==> config.mk <==
export PLATFORM = sky130hd
export DESIGN_NAME = usb_host_ctrl
export DESIGN_NICKNAME = d
export VERILOG_FILES = /design/src/core/sync2.v /design/src/core/usb_host_ctrl.v
export VERILOG_INCLUDE_DIRS = /design/src /design/src/core
export SDC_FILE = /design/constraint.sdc
export NUM_CORES = 1
export LEC_CHECK = 0
export BUFFER_PORTS_ARGS = -buffer_cell sky130_fd_sc_hd__buf_2
export CAP_MARGIN = 0
export CORE_MARGIN = 2
export CORE_UTILIZATION = 24
export CTS_CLUSTER_SIZE = 28
export DETAILED_ROUTE_END_ITERATION = 6
export RECOVER_POWER = 25
export SYNTH_ARGS = -nofsm -noshare
export SYNTH_HDL_FRONTEND = slang
export SYNTH_SLANG_ARGS = --single-unit
export TNS_END_PERCENT = 100
==> constraint.sdc <==
create_clock -name sys_clk_i -period 14.4 [get_ports sys_clk_i]
set_input_delay 2.88 -clock sys_clk_i [delete_from_list [all_inputs] [get_ports sys_clk_i]]
set_output_delay 2.88 -clock sys_clk_i [all_outputs]
set_load 0.01 [all_outputs]
==> src/core/usb_host_ctrl_defines.vh <==
`ifndef USB_HOST_CTRL_DEFINES_VH
`define USB_HOST_CTRL_DEFINES_VH

// register byte offsets
`define OFS_MODE 8'h00
`define OFS_CMD 8'h04
`define OFS_SIGNAL 8'h08
`define OFS_STATUS 8'h0c
`define OFS_INREQ 8'h10
`define OFS_INCLR 8'h14
`define OFS_CIE_SET 8'h18
`define OFS_CIE_CLR 8'h1c
`define OFS_EIE_SET 8'h20
`define OFS_EIE_CLR 8'h24
`define OFS_CIS 8'h28
`define OFS_EIS 8'h2c
`define OFS_INDATA 8'h30

// mode register fields
`define MODE_HOST_BIT 0
`define MODE_PFLT_EN_BIT 1
`define MODE_PFLT_POL_BIT 2

// command register (write-one actions)
`define CMD_STATUS_REQ_BIT 0
`define CMD_SUSPEND_BIT 1

// signalling register fields
`define SIG_RESET_BIT 0
`define SIG_RESUME_BIT 1

// control-group flag positions
`define CI_VBUS_ERR 0
`define CI_DISCONNECT 1
`define CI_CONNECT 2
`define CI_SOF 3
`define CI_BABBLE 4
`define CI_RESUME 5
`define CI_POWER_FAULT 6
`define CI_STATUS_DONE 7
`define CI_WIDTH 8

// endpoint-group: bit n is endpoint n
`define EP_COUNT 8

// speed codes
`define SPEED_UNKNOWN 2'h0
`define SPEED_LOW 2'h1
`define SPEED_FULL 2'h2
`define SPEED_HIGH 2'h3

// answer latency of the slave, in cycles
`define BUS_WAIT_CYCLES 2'h1

`endif

==> src/core/sync2.v <==
`timescale 1ns/1ps
module sync2 #(
  parameter W = 1
)(
  input wire sys_clk_i,
  input wire reset_i,
  input wire ce_i,
  input wire [W-1:0] d_i,
  output reg [W-1:0] q_o
);
  reg [W-1:0] meta_r;

  always @(posedge sys_clk_i or posedge reset_i)
  begin
    if (reset_i)
    begin
      meta_r <= {W{1'b0}};
      q_o <= {W{1'b0}};
    end
    else if (ce_i)
    begin
      meta_r <= d_i;
      q_o <= meta_r;
    end
  end
endmodule

==> src/core/usb_host_ctrl.v <==
// Function
// - power fault input is watched only while software enables detection
// - software request in host mode queues an IN transaction on the chosen endpoint
// - returned IN data readable from endpoint buffer or DMA strobe
// - cancel withdraws a queued IN not yet carried out
// - status-phase IN request exists only on endpoint zero
// - status packet received raises control-group interrupt flag
// - reset drives on bus in host mode while start flag set; software holds 20ms
// - clearing resume start flag in host mode finishes resume sequence
// - speed of connected device reported low, full, high or unknown
// - suspend request in host mode suspends the bus
// - control-group enable mask set bit by bit
// - control-group enable bits cleared selectively, others untouched
// - endpoint enable mask set bit by bit
// - endpoint enable bits cleared selectively, control untouched
// - one combined interrupt line from enabled sources only
// - reading control status returns and clears pending control flags
// - reading endpoint status returns and clears pending endpoint flags
`timescale 1ns/1ps
`include "usb_host_ctrl_defines.vh"
module usb_host_ctrl (
  // clock, reset, enable
  input wire sys_clk_i,
  input wire reset_i,
  input wire ce_i,
  // avalon-mm slave
  input wire [7:0] avs_address_i,
  input wire avs_read_i,
  input wire avs_write_i,
  input wire [31:0] avs_writedata_i,
  input wire [3:0] avs_byteenable_i,
  output reg [31:0] avs_readdata_o,
  output reg avs_waitrequest_o,
  // pins from the bus side
  input wire power_fault_input_i,
  input wire [1:0] dev_speed_i,
  input wire dev_attach_i,
  input wire vbus_err_i,
  input wire babble_i,
  input wire remote_resume_i,
  // events from the transaction engine, same clock
  input wire sof_i,
  input wire [`EP_COUNT-1:0] in_done_i,
  input wire [31:0] in_data_i,
  input wire status_done_i,
  // requests toward the transaction engine
  output reg [`EP_COUNT-1:0] in_pending_o,
  output reg status_req_o,
  output reg bus_reset_o,
  output reg bus_resume_o,
  output reg bus_suspend_o,
  output reg dma_req_o,
  output reg [31:0] dma_data_o,
  output reg [1:0] speed_o,
  output reg irq_o
);
  // synchronised pins
  wire pflt_s;
  wire attach_s;
  wire vbus_s;
  wire babble_s;
  wire rres_s;
  wire [1:0] speed_s;

  sync2 #(.W(7)) u_sync (
    .sys_clk_i(sys_clk_i),
    .reset_i(reset_i),
    .ce_i(ce_i),
    .d_i({power_fault_input_i, dev_attach_i, vbus_err_i, babble_i,
      remote_resume_i, dev_speed_i}),
    .q_o({pflt_s, attach_s, vbus_s, babble_s, rres_s, speed_s})
  );

  reg host_mode_r;
  reg pflt_en_r;
  reg pflt_pol_r;
  reg reset_flag_r;
  reg resume_flag_r;
  reg [`CI_WIDTH-1:0] cie_r;
  reg [`EP_COUNT-1:0] eie_r;
  reg [`CI_WIDTH-1:0] cis_r;
  reg [`EP_COUNT-1:0] eis_r;
  reg [31:0] ep_buf_r [0:`EP_COUNT-1];
  reg [2:0] buf_sel_r;
  reg attach_d_r;
  reg pflt_d_r;
  reg vbus_d_r;
  reg rres_d_r;
  reg [1:0] resume_st_r;

  localparam RS_IDLE = 2'h0;
  localparam RS_DRIVE = 2'h1;
  localparam RS_FINISH = 2'h2;

  // avalon accesses are taken only at the cycle waitrequest is low
  wire acc = (avs_read_i | avs_write_i) & ~avs_waitrequest_o;
  wire wr = acc & avs_write_i;
  wire rd = acc & avs_read_i;
  wire [31:0] wd = avs_writedata_i & {{8{avs_byteenable_i[3]}},
    {8{avs_byteenable_i[2]}}, {8{avs_byteenable_i[1]}},
    {8{avs_byteenable_i[0]}}};

  function hit;
    input [7:0] a;
    input [7:0] ofs;
    begin
      hit = (a == ofs);
    end
  endfunction

  wire wr_mode = wr & hit(avs_address_i, `OFS_MODE);
  wire wr_cmd = wr & hit(avs_address_i, `OFS_CMD);
  wire wr_sig = wr & hit(avs_address_i, `OFS_SIGNAL);
  wire rd_cis = rd & hit(avs_address_i, `OFS_CIS);
  wire rd_eis = rd & hit(avs_address_i, `OFS_EIS);
  // one strobe per writable offset
  wire wr_inreq = wr & hit(avs_address_i, `OFS_INREQ);
  wire wr_inclr = wr & hit(avs_address_i, `OFS_INCLR);
  wire wr_cie_set = wr & hit(avs_address_i, `OFS_CIE_SET);
  wire wr_cie_clr = wr & hit(avs_address_i, `OFS_CIE_CLR);
  wire wr_eie_set = wr & hit(avs_address_i, `OFS_EIE_SET);
  wire wr_eie_clr = wr & hit(avs_address_i, `OFS_EIE_CLR);
  wire wr_indata = wr & hit(avs_address_i, `OFS_INDATA);

  // power fault level; polarity is selectable
  wire pflt_lvl = pflt_en_r & (pflt_s ^ pflt_pol_r);
  wire attach_rise = attach_s & ~attach_d_r;
  wire attach_fall = ~attach_s & attach_d_r;

  wire [`CI_WIDTH-1:0] ci_ev;
  assign ci_ev[`CI_VBUS_ERR] = host_mode_r & vbus_s & ~vbus_d_r;
  assign ci_ev[`CI_DISCONNECT] = host_mode_r & attach_fall;
  assign ci_ev[`CI_CONNECT] = host_mode_r & attach_rise;
  assign ci_ev[`CI_SOF] = sof_i;
  assign ci_ev[`CI_BABBLE] = host_mode_r & babble_s;
  assign ci_ev[`CI_RESUME] = rres_s & ~rres_d_r;
  assign ci_ev[`CI_POWER_FAULT] = pflt_lvl & ~pflt_d_r;
  assign ci_ev[`CI_STATUS_DONE] = status_done_i & status_req_o;

  wire [`EP_COUNT-1:0] ep_ev = in_done_i & in_pending_o;

  // slave: one wait cycle, then the answer
  // registered, so the master never sees a decode glitch
  always @(posedge sys_clk_i or posedge reset_i)
  begin
    if (reset_i)
      avs_waitrequest_o <= 1'b1;
    else if (ce_i)
      avs_waitrequest_o <= ~((avs_read_i | avs_write_i) & avs_waitrequest_o);
  end

  always @(posedge sys_clk_i or posedge reset_i)
  begin
    if (reset_i)
    begin
      host_mode_r <= 1'b0;
      pflt_en_r <= 1'b0;
      pflt_pol_r <= 1'b0;
      reset_flag_r <= 1'b0;
      resume_flag_r <= 1'b0;
      cie_r <= {`CI_WIDTH{1'b0}};
      eie_r <= {`EP_COUNT{1'b0}};
      buf_sel_r <= 3'h0;
    end
    else if (ce_i)
    begin
      if (wr_mode)
      begin
        host_mode_r <= wd[`MODE_HOST_BIT];
        pflt_en_r <= wd[`MODE_PFLT_EN_BIT];
        pflt_pol_r <= wd[`MODE_PFLT_POL_BIT];
      end
      if (wr_sig)
      begin
        reset_flag_r <= wd[`SIG_RESET_BIT];
        resume_flag_r <= wd[`SIG_RESUME_BIT];
      end
      if (wr_cie_set)
        cie_r <= cie_r | wd[`CI_WIDTH-1:0];
      if (wr_cie_clr)
        cie_r <= cie_r & ~wd[`CI_WIDTH-1:0];
      if (wr_eie_set)
        eie_r <= eie_r | wd[`EP_COUNT-1:0];
      if (wr_eie_clr)
        eie_r <= eie_r & ~wd[`EP_COUNT-1:0];
      if (wr_indata)
        buf_sel_r <= wd[2:0];
    end
  end

  // edge history for the attach, vbus and resume pins and the power fault level
  always @(posedge sys_clk_i or posedge reset_i)
  begin
    if (reset_i)
    begin
      attach_d_r <= 1'b0;
      pflt_d_r <= 1'b0;
      vbus_d_r <= 1'b0;
      rres_d_r <= 1'b0;
    end
    else if (ce_i)
    begin
      attach_d_r <= attach_s;
      pflt_d_r <= pflt_lvl;
      vbus_d_r <= vbus_s;
      rres_d_r <= rres_s;
    end
  end

  // sticky flags; a new event in the clearing read wins
  always @(posedge sys_clk_i or posedge reset_i)
  begin
    if (reset_i)
    begin
      cis_r <= {`CI_WIDTH{1'b0}};
      eis_r <= {`EP_COUNT{1'b0}};
    end
    else if (ce_i)
    begin
      cis_r <= (rd_cis ? {`CI_WIDTH{1'b0}} : cis_r) | ci_ev;
      eis_r <= (rd_eis ? {`EP_COUNT{1'b0}} : eis_r) | ep_ev;
    end
  end

  // IN queue per endpoint; generate gives each slot its own logic
  genvar g;
  generate
    for (g = 0; g < `EP_COUNT; g = g + 1)
    begin : g_ep
      always @(posedge sys_clk_i or posedge reset_i)
      begin
        if (reset_i)
        begin
          in_pending_o[g] <= 1'b0;
          ep_buf_r[g] <= 32'h0;
        end
        else if (ce_i)
        begin
          if (wr_inreq & wd[g] & host_mode_r)
            in_pending_o[g] <= 1'b1;
          else if (wr_inclr & wd[g])
            in_pending_o[g] <= 1'b0;
          else if (in_done_i[g])
            in_pending_o[g] <= 1'b0;
          if (ep_ev[g])
            ep_buf_r[g] <= in_data_i;
        end
      end
    end
  endgenerate

  // resume sequence: drive while flag set, finish one cycle after clear
  always @(posedge sys_clk_i or posedge reset_i)
  begin
    if (reset_i)
      resume_st_r <= RS_IDLE;
    else if (ce_i)
    begin
      case (resume_st_r)
        RS_IDLE:
          if (resume_flag_r)
            resume_st_r <= RS_DRIVE;
        RS_DRIVE:
          if (!resume_flag_r)
            resume_st_r <= RS_FINISH;
        RS_FINISH:
          resume_st_r <= RS_IDLE;
        default:
          resume_st_r <= RS_IDLE;
      endcase
    end
  end

  // bus-facing outputs, all registered
  always @(posedge sys_clk_i or posedge reset_i)
  begin
    if (reset_i)
    begin
      status_req_o <= 1'b0;
      bus_reset_o <= 1'b0;
      bus_resume_o <= 1'b0;
      bus_suspend_o <= 1'b0;
      dma_req_o <= 1'b0;
      dma_data_o <= 32'h0;
      speed_o <= `SPEED_UNKNOWN;
      irq_o <= 1'b0;
    end
    else if (ce_i)
    begin
      // endpoint zero only: the command carries no endpoint field
      if (wr_cmd & wd[`CMD_STATUS_REQ_BIT] & host_mode_r)
        status_req_o <= 1'b1;
      else if (status_done_i)
        status_req_o <= 1'b0;
      bus_reset_o <= host_mode_r & reset_flag_r;
      // resume in device mode follows the flag; software owns timing
      bus_resume_o <= resume_flag_r;
      if (!host_mode_r || resume_flag_r || reset_flag_r)
        bus_suspend_o <= 1'b0;
      else if (wr_cmd & wd[`CMD_SUSPEND_BIT])
        bus_suspend_o <= 1'b1;
      dma_req_o <= |ep_ev;
      if (|ep_ev)
        dma_data_o <= in_data_i;
      if (!host_mode_r || attach_fall)
        speed_o <= `SPEED_UNKNOWN;
      else if (attach_rise)
        speed_o <= speed_s;
      irq_o <= |(cis_r & cie_r) | |(eis_r & eie_r);
    end
  end

  // read data, answered in the cycle waitrequest is low
  always @(posedge sys_clk_i or posedge reset_i)
  begin
    if (reset_i)
      avs_readdata_o <= 32'h0;
    else if (ce_i && avs_read_i && avs_waitrequest_o)
    begin
      case (avs_address_i)
        `OFS_MODE: avs_readdata_o <= {29'h0, pflt_pol_r, pflt_en_r,
          host_mode_r};
        `OFS_SIGNAL: avs_readdata_o <= {30'h0, resume_flag_r, reset_flag_r};
        `OFS_STATUS: avs_readdata_o <= {25'h0, pflt_lvl, bus_suspend_o,
          bus_resume_o | (resume_st_r == RS_FINISH), status_req_o,
          attach_s, speed_o};
        `OFS_INREQ: avs_readdata_o <= {24'h0, in_pending_o};
        `OFS_CIE_SET: avs_readdata_o <= {24'h0, cie_r};
        `OFS_EIE_SET: avs_readdata_o <= {24'h0, eie_r};
        `OFS_CIS: avs_readdata_o <= {24'h0, cis_r | ci_ev};
        `OFS_EIS: avs_readdata_o <= {24'h0, eis_r | ep_ev};
        `OFS_INDATA: avs_readdata_o <= ep_buf_r[buf_sel_r];
        default: avs_readdata_o <= 32'h0;
      endcase
    end
  end
endmodule

* Word-level counts from Yosys, hierarchy flattened
Cells that the tools add are included.
** Word-level totals
- Flip-flop bits (word level) :: 397
- Latch bits :: 0
- Memory bits (writable) :: 0
- Bits in read-only memories :: 0
- Input bits :: 98
- Output and inout port bits :: 81
- Word-level logic and storage cells :: 233
- Memories kept :: 0
** Cells by class
- Add/subtract/negate cells :: 0
- Multiply operators :: 0
- Divide/modulo/power cells :: 0
- $lt $le $gt $ge :: 1
- Eq/ne operators :: 16
- Shifts and indexed selects :: 0
- Multiplexer cells :: 43
- Bitwise logic cells :: 80
- Reductions and logical operators :: 50
** Operator list (count)
- $pmux W32 S9 :: 1
- $bmux W32 S3 :: 1
- $mux W32 :: 2
- $and A1 B1 Y1 :: 55
- $reduce_and A2 Y1 :: 25
- $and A8 B8 Y8 :: 6
- $mux W8 :: 6
- $or A8 B8 Y8 :: 6
- $eq A8 B6 Y1 const B :: 5
- $eq A8 B5 Y1 const B :: 4
- $mux W1 :: 28
- $reduce_bool A3 Y1 :: 8
- $reduce_or A8 Y1 :: 3
- $eq A8 B4 Y1 const B :: 2
- $reduce_bool A2 Y1 :: 5
- $eq A8 B3 Y1 const B :: 1
- $logic_not A8 Y1 :: 1
- $mux W2 :: 4
- $not A8 Y8 :: 1
- $not A1 Y1 :: 7
- $ge A4 B4 Y1 const B :: 1
- $ne A2 B2 Y1 const B :: 2
- $not A3 Y4 :: 1
- $pmux W2 S2 :: 1
- 9 further kinds :: 14

* Depth between registers and ports, before layout
Gate-level depths: netlist (run 1).
- Word-level depth :: 8
- Gate-level depth with buffers :: 8
- Gate-level depth less buffers :: 5

* Hierarchy
From an unflattened synthesis (run 1), not the netlist that was laid out.
** Unflattened totals
- Cells, all modules :: 1216
- Area total of the unflattened synthesis :: 17594.4 sq um
** Modules (own cells, without submodules)
- usb_host_ctrl :: instances 1, cells an instance 1186, area each 17071.4 sq um, seq. area each 9585.4 sq um
- sync2 :: instances 1, cells an instance 30, area each 523.0 sq um, seq. area each 350.3 sq um

* Least setup slack after synthesis (run 1)
OpenSTA, ideal clock, no wires.
- Path kind :: in2reg
- From :: input avs_address_i[4]
- To :: register (tool-made name)
- Library setup time :: 128 ps
- Arrival time :: 4201 ps
- Data required time :: 14272 ps
- Path slack :: 10071 ps
- Stages :: 8
- Buffers on the path :: 3
- Path through :: buf_6 > or4b_1 > buf_6 > nor2_8 > nand3_4 > buf_6 > o21ai_0 > o31ai_1
** RTL lines
- from (decl) :: line usb_host_ctrl.v:27 : input wire [7:0] avs_address_i,

==> results of run 1 <==
-- cell usage after synthesis, types with 2 or more instances --
library cell / instances
nor4b_2: 2
mux2i_1: 32
and2_1: 4
nor4_1: 3
a21oi_1: 19
a32oi_1: 4
nor3_1: 3
and3_1: 2
a211oi_1: 2
o31ai_1: 19
nand3_1: 22
a22o_1: 8
o22ai_1: 5
a221oi_1: 3
buf_1: 4
clkbuf_1: 46
inv_1: 9
a2111oi_0: 2
nor2_1: 17
o21ai_1: 4
nand2_1: 89
nor2b_1: 3
or2_2: 2
dfrtp_1: 396
a22oi_1: 15
nor4b_1: 2
mux4_2: 64
a32o_1: 6
buf_6: 3
nand4_1: 4
o21ai_0: 78
mux2_2: 305
buf_2: 22
o221ai_1: 2
a31oi_1: 12
-- power groups by stage --
stage	Clock [W]	Combinational, W	Sequential (W)
after floorplan	0	0.0000459	0.00115
after global placement	0	0.0000887	0.00115
after detailed placement	0	0.0000916	0.00115
after CTS	0.00128	0.0000918	0.00113
after global routing	0.00132	0.000100	0.00113
final	0.00124	0.0000892	0.00113
-- registers in the layout, indices dropped and copies added (netlist names), 3 cells and up, named ones only --
name	flops
dma_data_o	32
avs_readdata_o	32
cis_r	8
u_sync.q_o	7
ep_buf_r	256
eis_r	8
buf_sel_r	3
in_pending_o	8
u_sync.meta_r	7
-- cell usage in the layout (no fill, tap or decap), drive strengths merged, types with 3 or more instances in the layout --
cell / n
a31oi: 12
mux4: 64
nor4: 4
nand3: 24
nand2: 89
nor3: 3
dfrtp: 396
clkinvlp: 5
a32o: 6
buf: 165
mux2i: 32
nor4b: 4
clkbuf: 70
a21oi: 19
or2: 3
nor2b: 3
bufinv: 5
nand4: 4
and2: 5
o31ai: 19
o22ai: 5
o21ai: 82
nor2: 19
a22oi: 15
a221oi: 3
a22o: 8
clkinv: 10
inv: 11
a32oi: 4
mux2: 305
-- worst min path at each step --
| stage | endpoint | slack (ps) |
|---|---|---|
| 6_report | avs_readdata_o[13]$_DFFE_PP0P_ | 480 |
| 5_1_grt | ep_buf_r[49]$_DFFE_PP0P_ | 510 |
| 4_1_cts | avs_readdata_o[31]$_DFFE_PP0P_ | 480 |
| 3_5_place_dp | avs_readdata_o[31]$_DFFE_PP0P_ | 470 |
| 3_3_place_gp | avs_readdata_o[16]$_DFFE_PP0P_ | 470 |
| 2_1_floorplan | u_sync.q_o[5]$_DFFE_PP0P_ | 450 |
-- cells by family after synthesis --
family	count (synthesis)
XOR/XNOR	1
buffers and inverters	85
AND/OR/NAND/NOR	170
AO/OA/AOI/OAI	189
multiplexers	401
flip-flops	397
-- routing by layer --
layer / wire, um / vias to the layer above
met1: 22100 / 5925
li1: - / 4933
met5: 10 / -
met2: 23700 / 297
met3: 3140 / 78
met4: 1320 / 2
-- layout make-up --
class	count	area (sq um)	share of cell area (%)
sequential	397	9940	47.3
multi-input combinational	761	7310	34.8
clock buffer	64	1340	6.38
tap	959	1200	5.71
timing repair buffer	171	898	4.28
clock inverter	22	287	1.36
inverter	9	35.0	0.167
-- through the flow --
step	area [sq um]	worst slack [ps]	total power (W)	instances	util (%)
after floorplan	17500	482	0.00120	1243	-
after global placement	19400	9030	0.00124	2297	26.7
after detailed placement	19400	9030	0.00124	2297	26.7
after CTS	21000	9650	0.00250	2383	28.9
after global routing	21000	5670	0.00255	2383	28.9
final	21000	6860	0.00246	2383	28.9
==> impl_metrics.yaml, run 1 <==
power:
  switching_power_w: 0.000564
  internal_power_w: 0.00189
  clockPowerShare_pct: 50.3
  irDropWorstVdd_mv: 0.0821
  pwr-share-seq_pct: 46.1
  switching_share_pct: 23.0
  p_per_area_mw_per_mm2: 117
  combPwrFrac_pct: 3.6
  p_leak_nw: 9.87
sta:
  setup_violations: 0
  slew_headroom_pct: -305
  hold_viol_final: 0
  fin_crit_sh_pct: 52.3
  rsz0062_at_grt: "false"
  finClkSkew_ps: 27.6
  tightest_slew_ps: 6070
  drv_slew: 316
  fin_crit_ps: 7540
  setup_tns_ps: 0
  max_freq_mhz: 133
  hold_ws_ps: 478
cts:
  cts_sinks: 397
  cts_buffers: 47
  post_cts_buffers: 0
  clockBufferDepth: 3
  cts_hold_buf: 0
  cts_resized: 0
  clk_latency_ps: 580
  cts-root-buf: "clkbuf_16"
  clk_pin_slew_ps: 60
  cts_tree: "done"
  h-tree-depth: 2
global_route:
  use_met1_pct: 17.4
  grt_max_degree: 193
  antenna_found_initial: 3
  grt_pass1_vias: 11900
  grt_pass1_wl_um: 75300
  use_met3_pct: 3.04
  gr-total-overflow: 0
  busiest_layer: "met2"
  grt_util_all_layers_pct: 13.3
  gr-usage-met2_pct: 21.7
finish:
  num-fill-cells: 7249
  nNetsFinal: 1485
  syn_to_final_growth_pct: 19.7
  drive_gt1_share_pct: 44.8
  antenna_cells: 0
die:
  boundaryPins: 179
  die_h_um: 274
  start_util_pct: 24.1
  die_w_um: 274
  std_cell_rows: 99
  fp.coreArea_sq_mm: 0.0727
  die_area_sq_mm: 0.0753
synth:
  synthCells: 1243
  synth_top_family_by_area: "multiplexers"
  netlist_area_sq_mm: 0.0175
  yosysWarnings: 0
  syn_nets: 1341
  synthSimpleGateAreaFrac_pct: 4.80
  netlist_top_cells_area: "dfrtp_1, mux2_2, mux4_2"
  synth_xor_area_share_pct: 0.0499
  ys.flop_type: "dfrtp_1"
  muxShareOfSynthArea_pct: 29.6
  synth_top_area_share_pct: 56.5
  synthAdderAreaFrac_pct: 0
  yosysSeqAreaShare_pct: 56.6
  synth_top_area_cell: "dfrtp_1"
  synth_compound_area_share_pct: 6.80
  postSynthAreaPerCell_sq_um: 14.1
  synth_cell_type_count: 65
  synthArstFlopShare_pct: 100
  synth_edf_count: 0
  synth_seq_cells: 397
routing:
  dr.pass1.iters: 5
  vias_per_cell: 4.71
  drtIter0Drc: 778
  drc: 0
  ant_nets: 0
  vias: 11200
  drt-total-wl_um: 50200
  wl_per_cell_um: 21.1
worst_setup_path:
  required_ps: 13280
  timing.rr.end: "avs_readdata_o[0]$_DFFE_PP0P_"
  arrival_ps: 6420
  critPathKind: "in2async"
  rr_worst_depth: 6
  end_kind: "asynchronous set/reset pin"
  crit_family: "buffers and inverters"
  r2r-start: "buf_sel_r[0]$_DFFE_PP0P_"
  startpoint: "reset_i"
  reg2reg_setup_slack_ps: 11030
  cp_slowest_cell: "clkinvlp_2"
  cp_num_cells: 2
  cp_max_fo: 128
  start_kind: "input pin"
  endpoint: "buf_sel_r[0]$_DFFE_PP0P_"
  critPathBufInv: 2
  slowest_delay_ps: 3260
  path_cells: "buf_2 > clkinvlp_2"
hold_path:
  whs_path_depth: 2
  min_path_type: "reg2reg"
  min_from: "avs_readdata_o[13]$_DFFE_PP0P_"
run_status:
  violations: "capacitance limit, slew limit"
  status: "finished with violations"
run:
  cap_violations: 6
place:
  dpl.hpwl_um: 32000
  gp_congestion: 0.885
  io_buffer_count: 151
Power figures use the tool's default switching activity.
==> run 2, diff against run 1 <==
==> constraint.sdc (replaced) <==
create_clock -name sys_clk_i -period 7.28 [get_ports sys_clk_i]
set_input_delay 1.456 -clock sys_clk_i [delete_from_list [all_inputs] [get_ports sys_clk_i]]
set_output_delay 1.456 -clock sys_clk_i [all_outputs]
set_load 0.01 [all_outputs]
==> run 2 against run 1 <==
Largest power group unchanged. Largest cell class unchanged. Final area is essentially flat. Setup slack lost 4500 ps. First-iteration DRC count grew 8.0%. The run still ends with capacitance limit, slew limit left.
==> impl_metrics.yaml, run 2 (same netlist as run 1, synthesis figures left out) <==
run_status:
  status: "finished with violations"
  violations: "capacitance limit, slew limit"
sta:
  rsz0062_at_grt: "false"
  fin_crit_sh_pct: 67.4
  setup_violations: 0
  fin_crit_ps: 4910
  drv_slew: 72
  hold_viol_final: 0
  setup_tns_ps: 0
  tightest_slew_ps: 2100
  slew_headroom_pct: -40.8
  max_freq_mhz: 204
  finClkSkew_ps: 29.7
place:
  io_buffer_count: 151
  dpl.hpwl_um: 31800
  gp_congestion: 0.871
  placedCellCount: 2300
routing:
  dr.pass1.iters: 7
  drc: 0
  vias: 11400
  drt-total-wl_um: 50500
  drtIter0Drc: 840
  wl_per_cell_um: 21.2
  vias_per_cell: 4.76
  ant_nets: 0
worst_setup_path:
  cp_slowest_cell: "clkbuf_1"
  critPathKind: "in2reg"
  timing.rr.end: "avs_readdata_o[1]$_DFFE_PP0P_"
  crit_family: "buffers and inverters"
  r2r-start: "buf_sel_r[0]$_DFFE_PP0P_"
  arrival_ps: 5350
  start_kind: "input pin"
  cp_max_fo: 29
  crit_top_cell: "clkbuf_1"
  slowest_delay_ps: 1320
  required_ps: 7730
  critPathBufInv: 2
  reg2reg_setup_slack_ps: 3880
  path_cells: "clkbuf_1 > clkbuf_1 > and2_0 > nand4_1 > o21ai_0 > o31ai_1"
  rr_worst_depth: 6
  end_kind: "flip-flop"
global_route:
  grt_pass1_wl_um: 76700
  antenna_found_initial: 2
  gr-total-overflow: 0
  grt_pass1_vias: 12000
  grt_max_degree: 187
  grt_util_all_layers_pct: 13.5
finish:
  layout_commonest_cell: "dfrtp_1"
  top_regs: "ep_buf_r x256, avs_readdata_o x32, dma_data_o x32"
  nNetsFinal: 1489
  largest_reg_flops: 256
  final_cell_mix: "dfrtp_1, mux2_2, buf_2, nand2_1, o21ai_0"
  regMostFlops: "ep_buf_r"
  stdcell_count: 2388
  postLayoutCoreUtil_pct: 28.9
  drive_gt1_share_pct: 44.7
  syn_to_final_growth_pct: 19.7
hold_path:
  hold_path_end: "avs_readdata_o[14]$_DFFE_PP0P_"
  whs_path_depth: 2
  min_from: "avs_readdata_o[14]$_DFFE_PP0P_"
  min_path_type: "reg2reg"
cts:
  clk_latency_ps: 590
  cts_hold_buf: 0
  clockBufferDepth: 3
  cts-root-buf: "clkbuf_16"
  cts_tree: "done"
  cts_buffers: 48
  post_cts_buffers: 0
  cts_sinks: 397
  h-tree-depth: 2
  cts_resized: 0
  clk_pin_slew_ps: 60
die:
  die_h_um: 274
  die_area_sq_mm: 0.0753
  start_util_pct: 24.1
  fp.coreArea_sq_mm: 0.0727
  die_w_um: 274
  std_cell_rows: 99
  boundaryPins: 179
power:
  pwr-share-seq_pct: 46.4
  irDropWorstVdd_mv: 0.144
  p_per_area_mw_per_mm2: 230
  clockPowerShare_pct: 49.9
  combPwrFrac_pct: 3.7
  switching_share_pct: 23.0
  p_leak_nw: 9.89
  switching_power_w: 0.00111
  internal_power_w: 0.00371
run:
  cap_violations: 2
## run 2: stage by stage
step / setup slack [ps] / total power [W] / hold WS [ps] / area, sq um
2_1_floorplan: 481 / 0.00237 / 449 / 17600
3_3_place_gp: 3140 / 0.00245 / 467 / 19400
3_5_place_dp: 3070 / 0.00246 / 470 / 19400
4_1_cts: 3700 / 0.00491 / 483 / 21000
5_1_grt: 2070 / 0.00502 / 507 / 21000
6_report: 2370 / 0.00483 / 476 / 21000
## run 2: area by class of cell
class / instances / area (sq um)
flip-flops and latches: 397 / 9940
inverters: 9 / 35.0
diodes: 1 / 2.50
repair buffers: 174 / 948
clock buffers: 73 / 1420
fillers: 7316 / 51700
clock inverters: 14 / 175
well taps: 959 / 1200
multi-input cells: 761 / 7290
## run 2: per-layer routing
metal	GRT usage, %	share of wire [%]
met1	17.8	44
met5	0	0
met2	22.0	48
met3	3.04	5.8
met4	4.05	2.3
## run 2: how the worst max path moves through the flow
| stage | end | start | cells past startpoint | slack, ps |
|---|---|---|---|---|
| after floorplan | asynchronous set/reset pin | reset_i | 1 | 480 |
| after global placement | flip-flop | ce_i | 6 | 3140 |
| after detailed placement | flip-flop | ce_i | 6 | 3070 |
| after CTS | flip-flop | ce_i | 6 | 3700 |
| after global routing | flip-flop | ce_i | 6 | 2070 |
| final | flip-flop | ce_i | 6 | 2370 |
## run 2: power by group through the flow
stage          combinational, W  sequential, W  clock [W]
6_report               0.000176        0.00224    0.00241
3_5_place_dp           0.000181        0.00228          0
2_1_floorplan         0.0000912        0.00227          0
4_1_cts                0.000181        0.00224    0.00249
5_1_grt                0.000198        0.00224    0.00258
3_3_place_gp           0.000175        0.00228          0
## run 2: worst min-delay path, stage by stage (launching register included)
cell,delay (ps)
dfrtp_1,330
nand2_1,50
o21ai_0,60
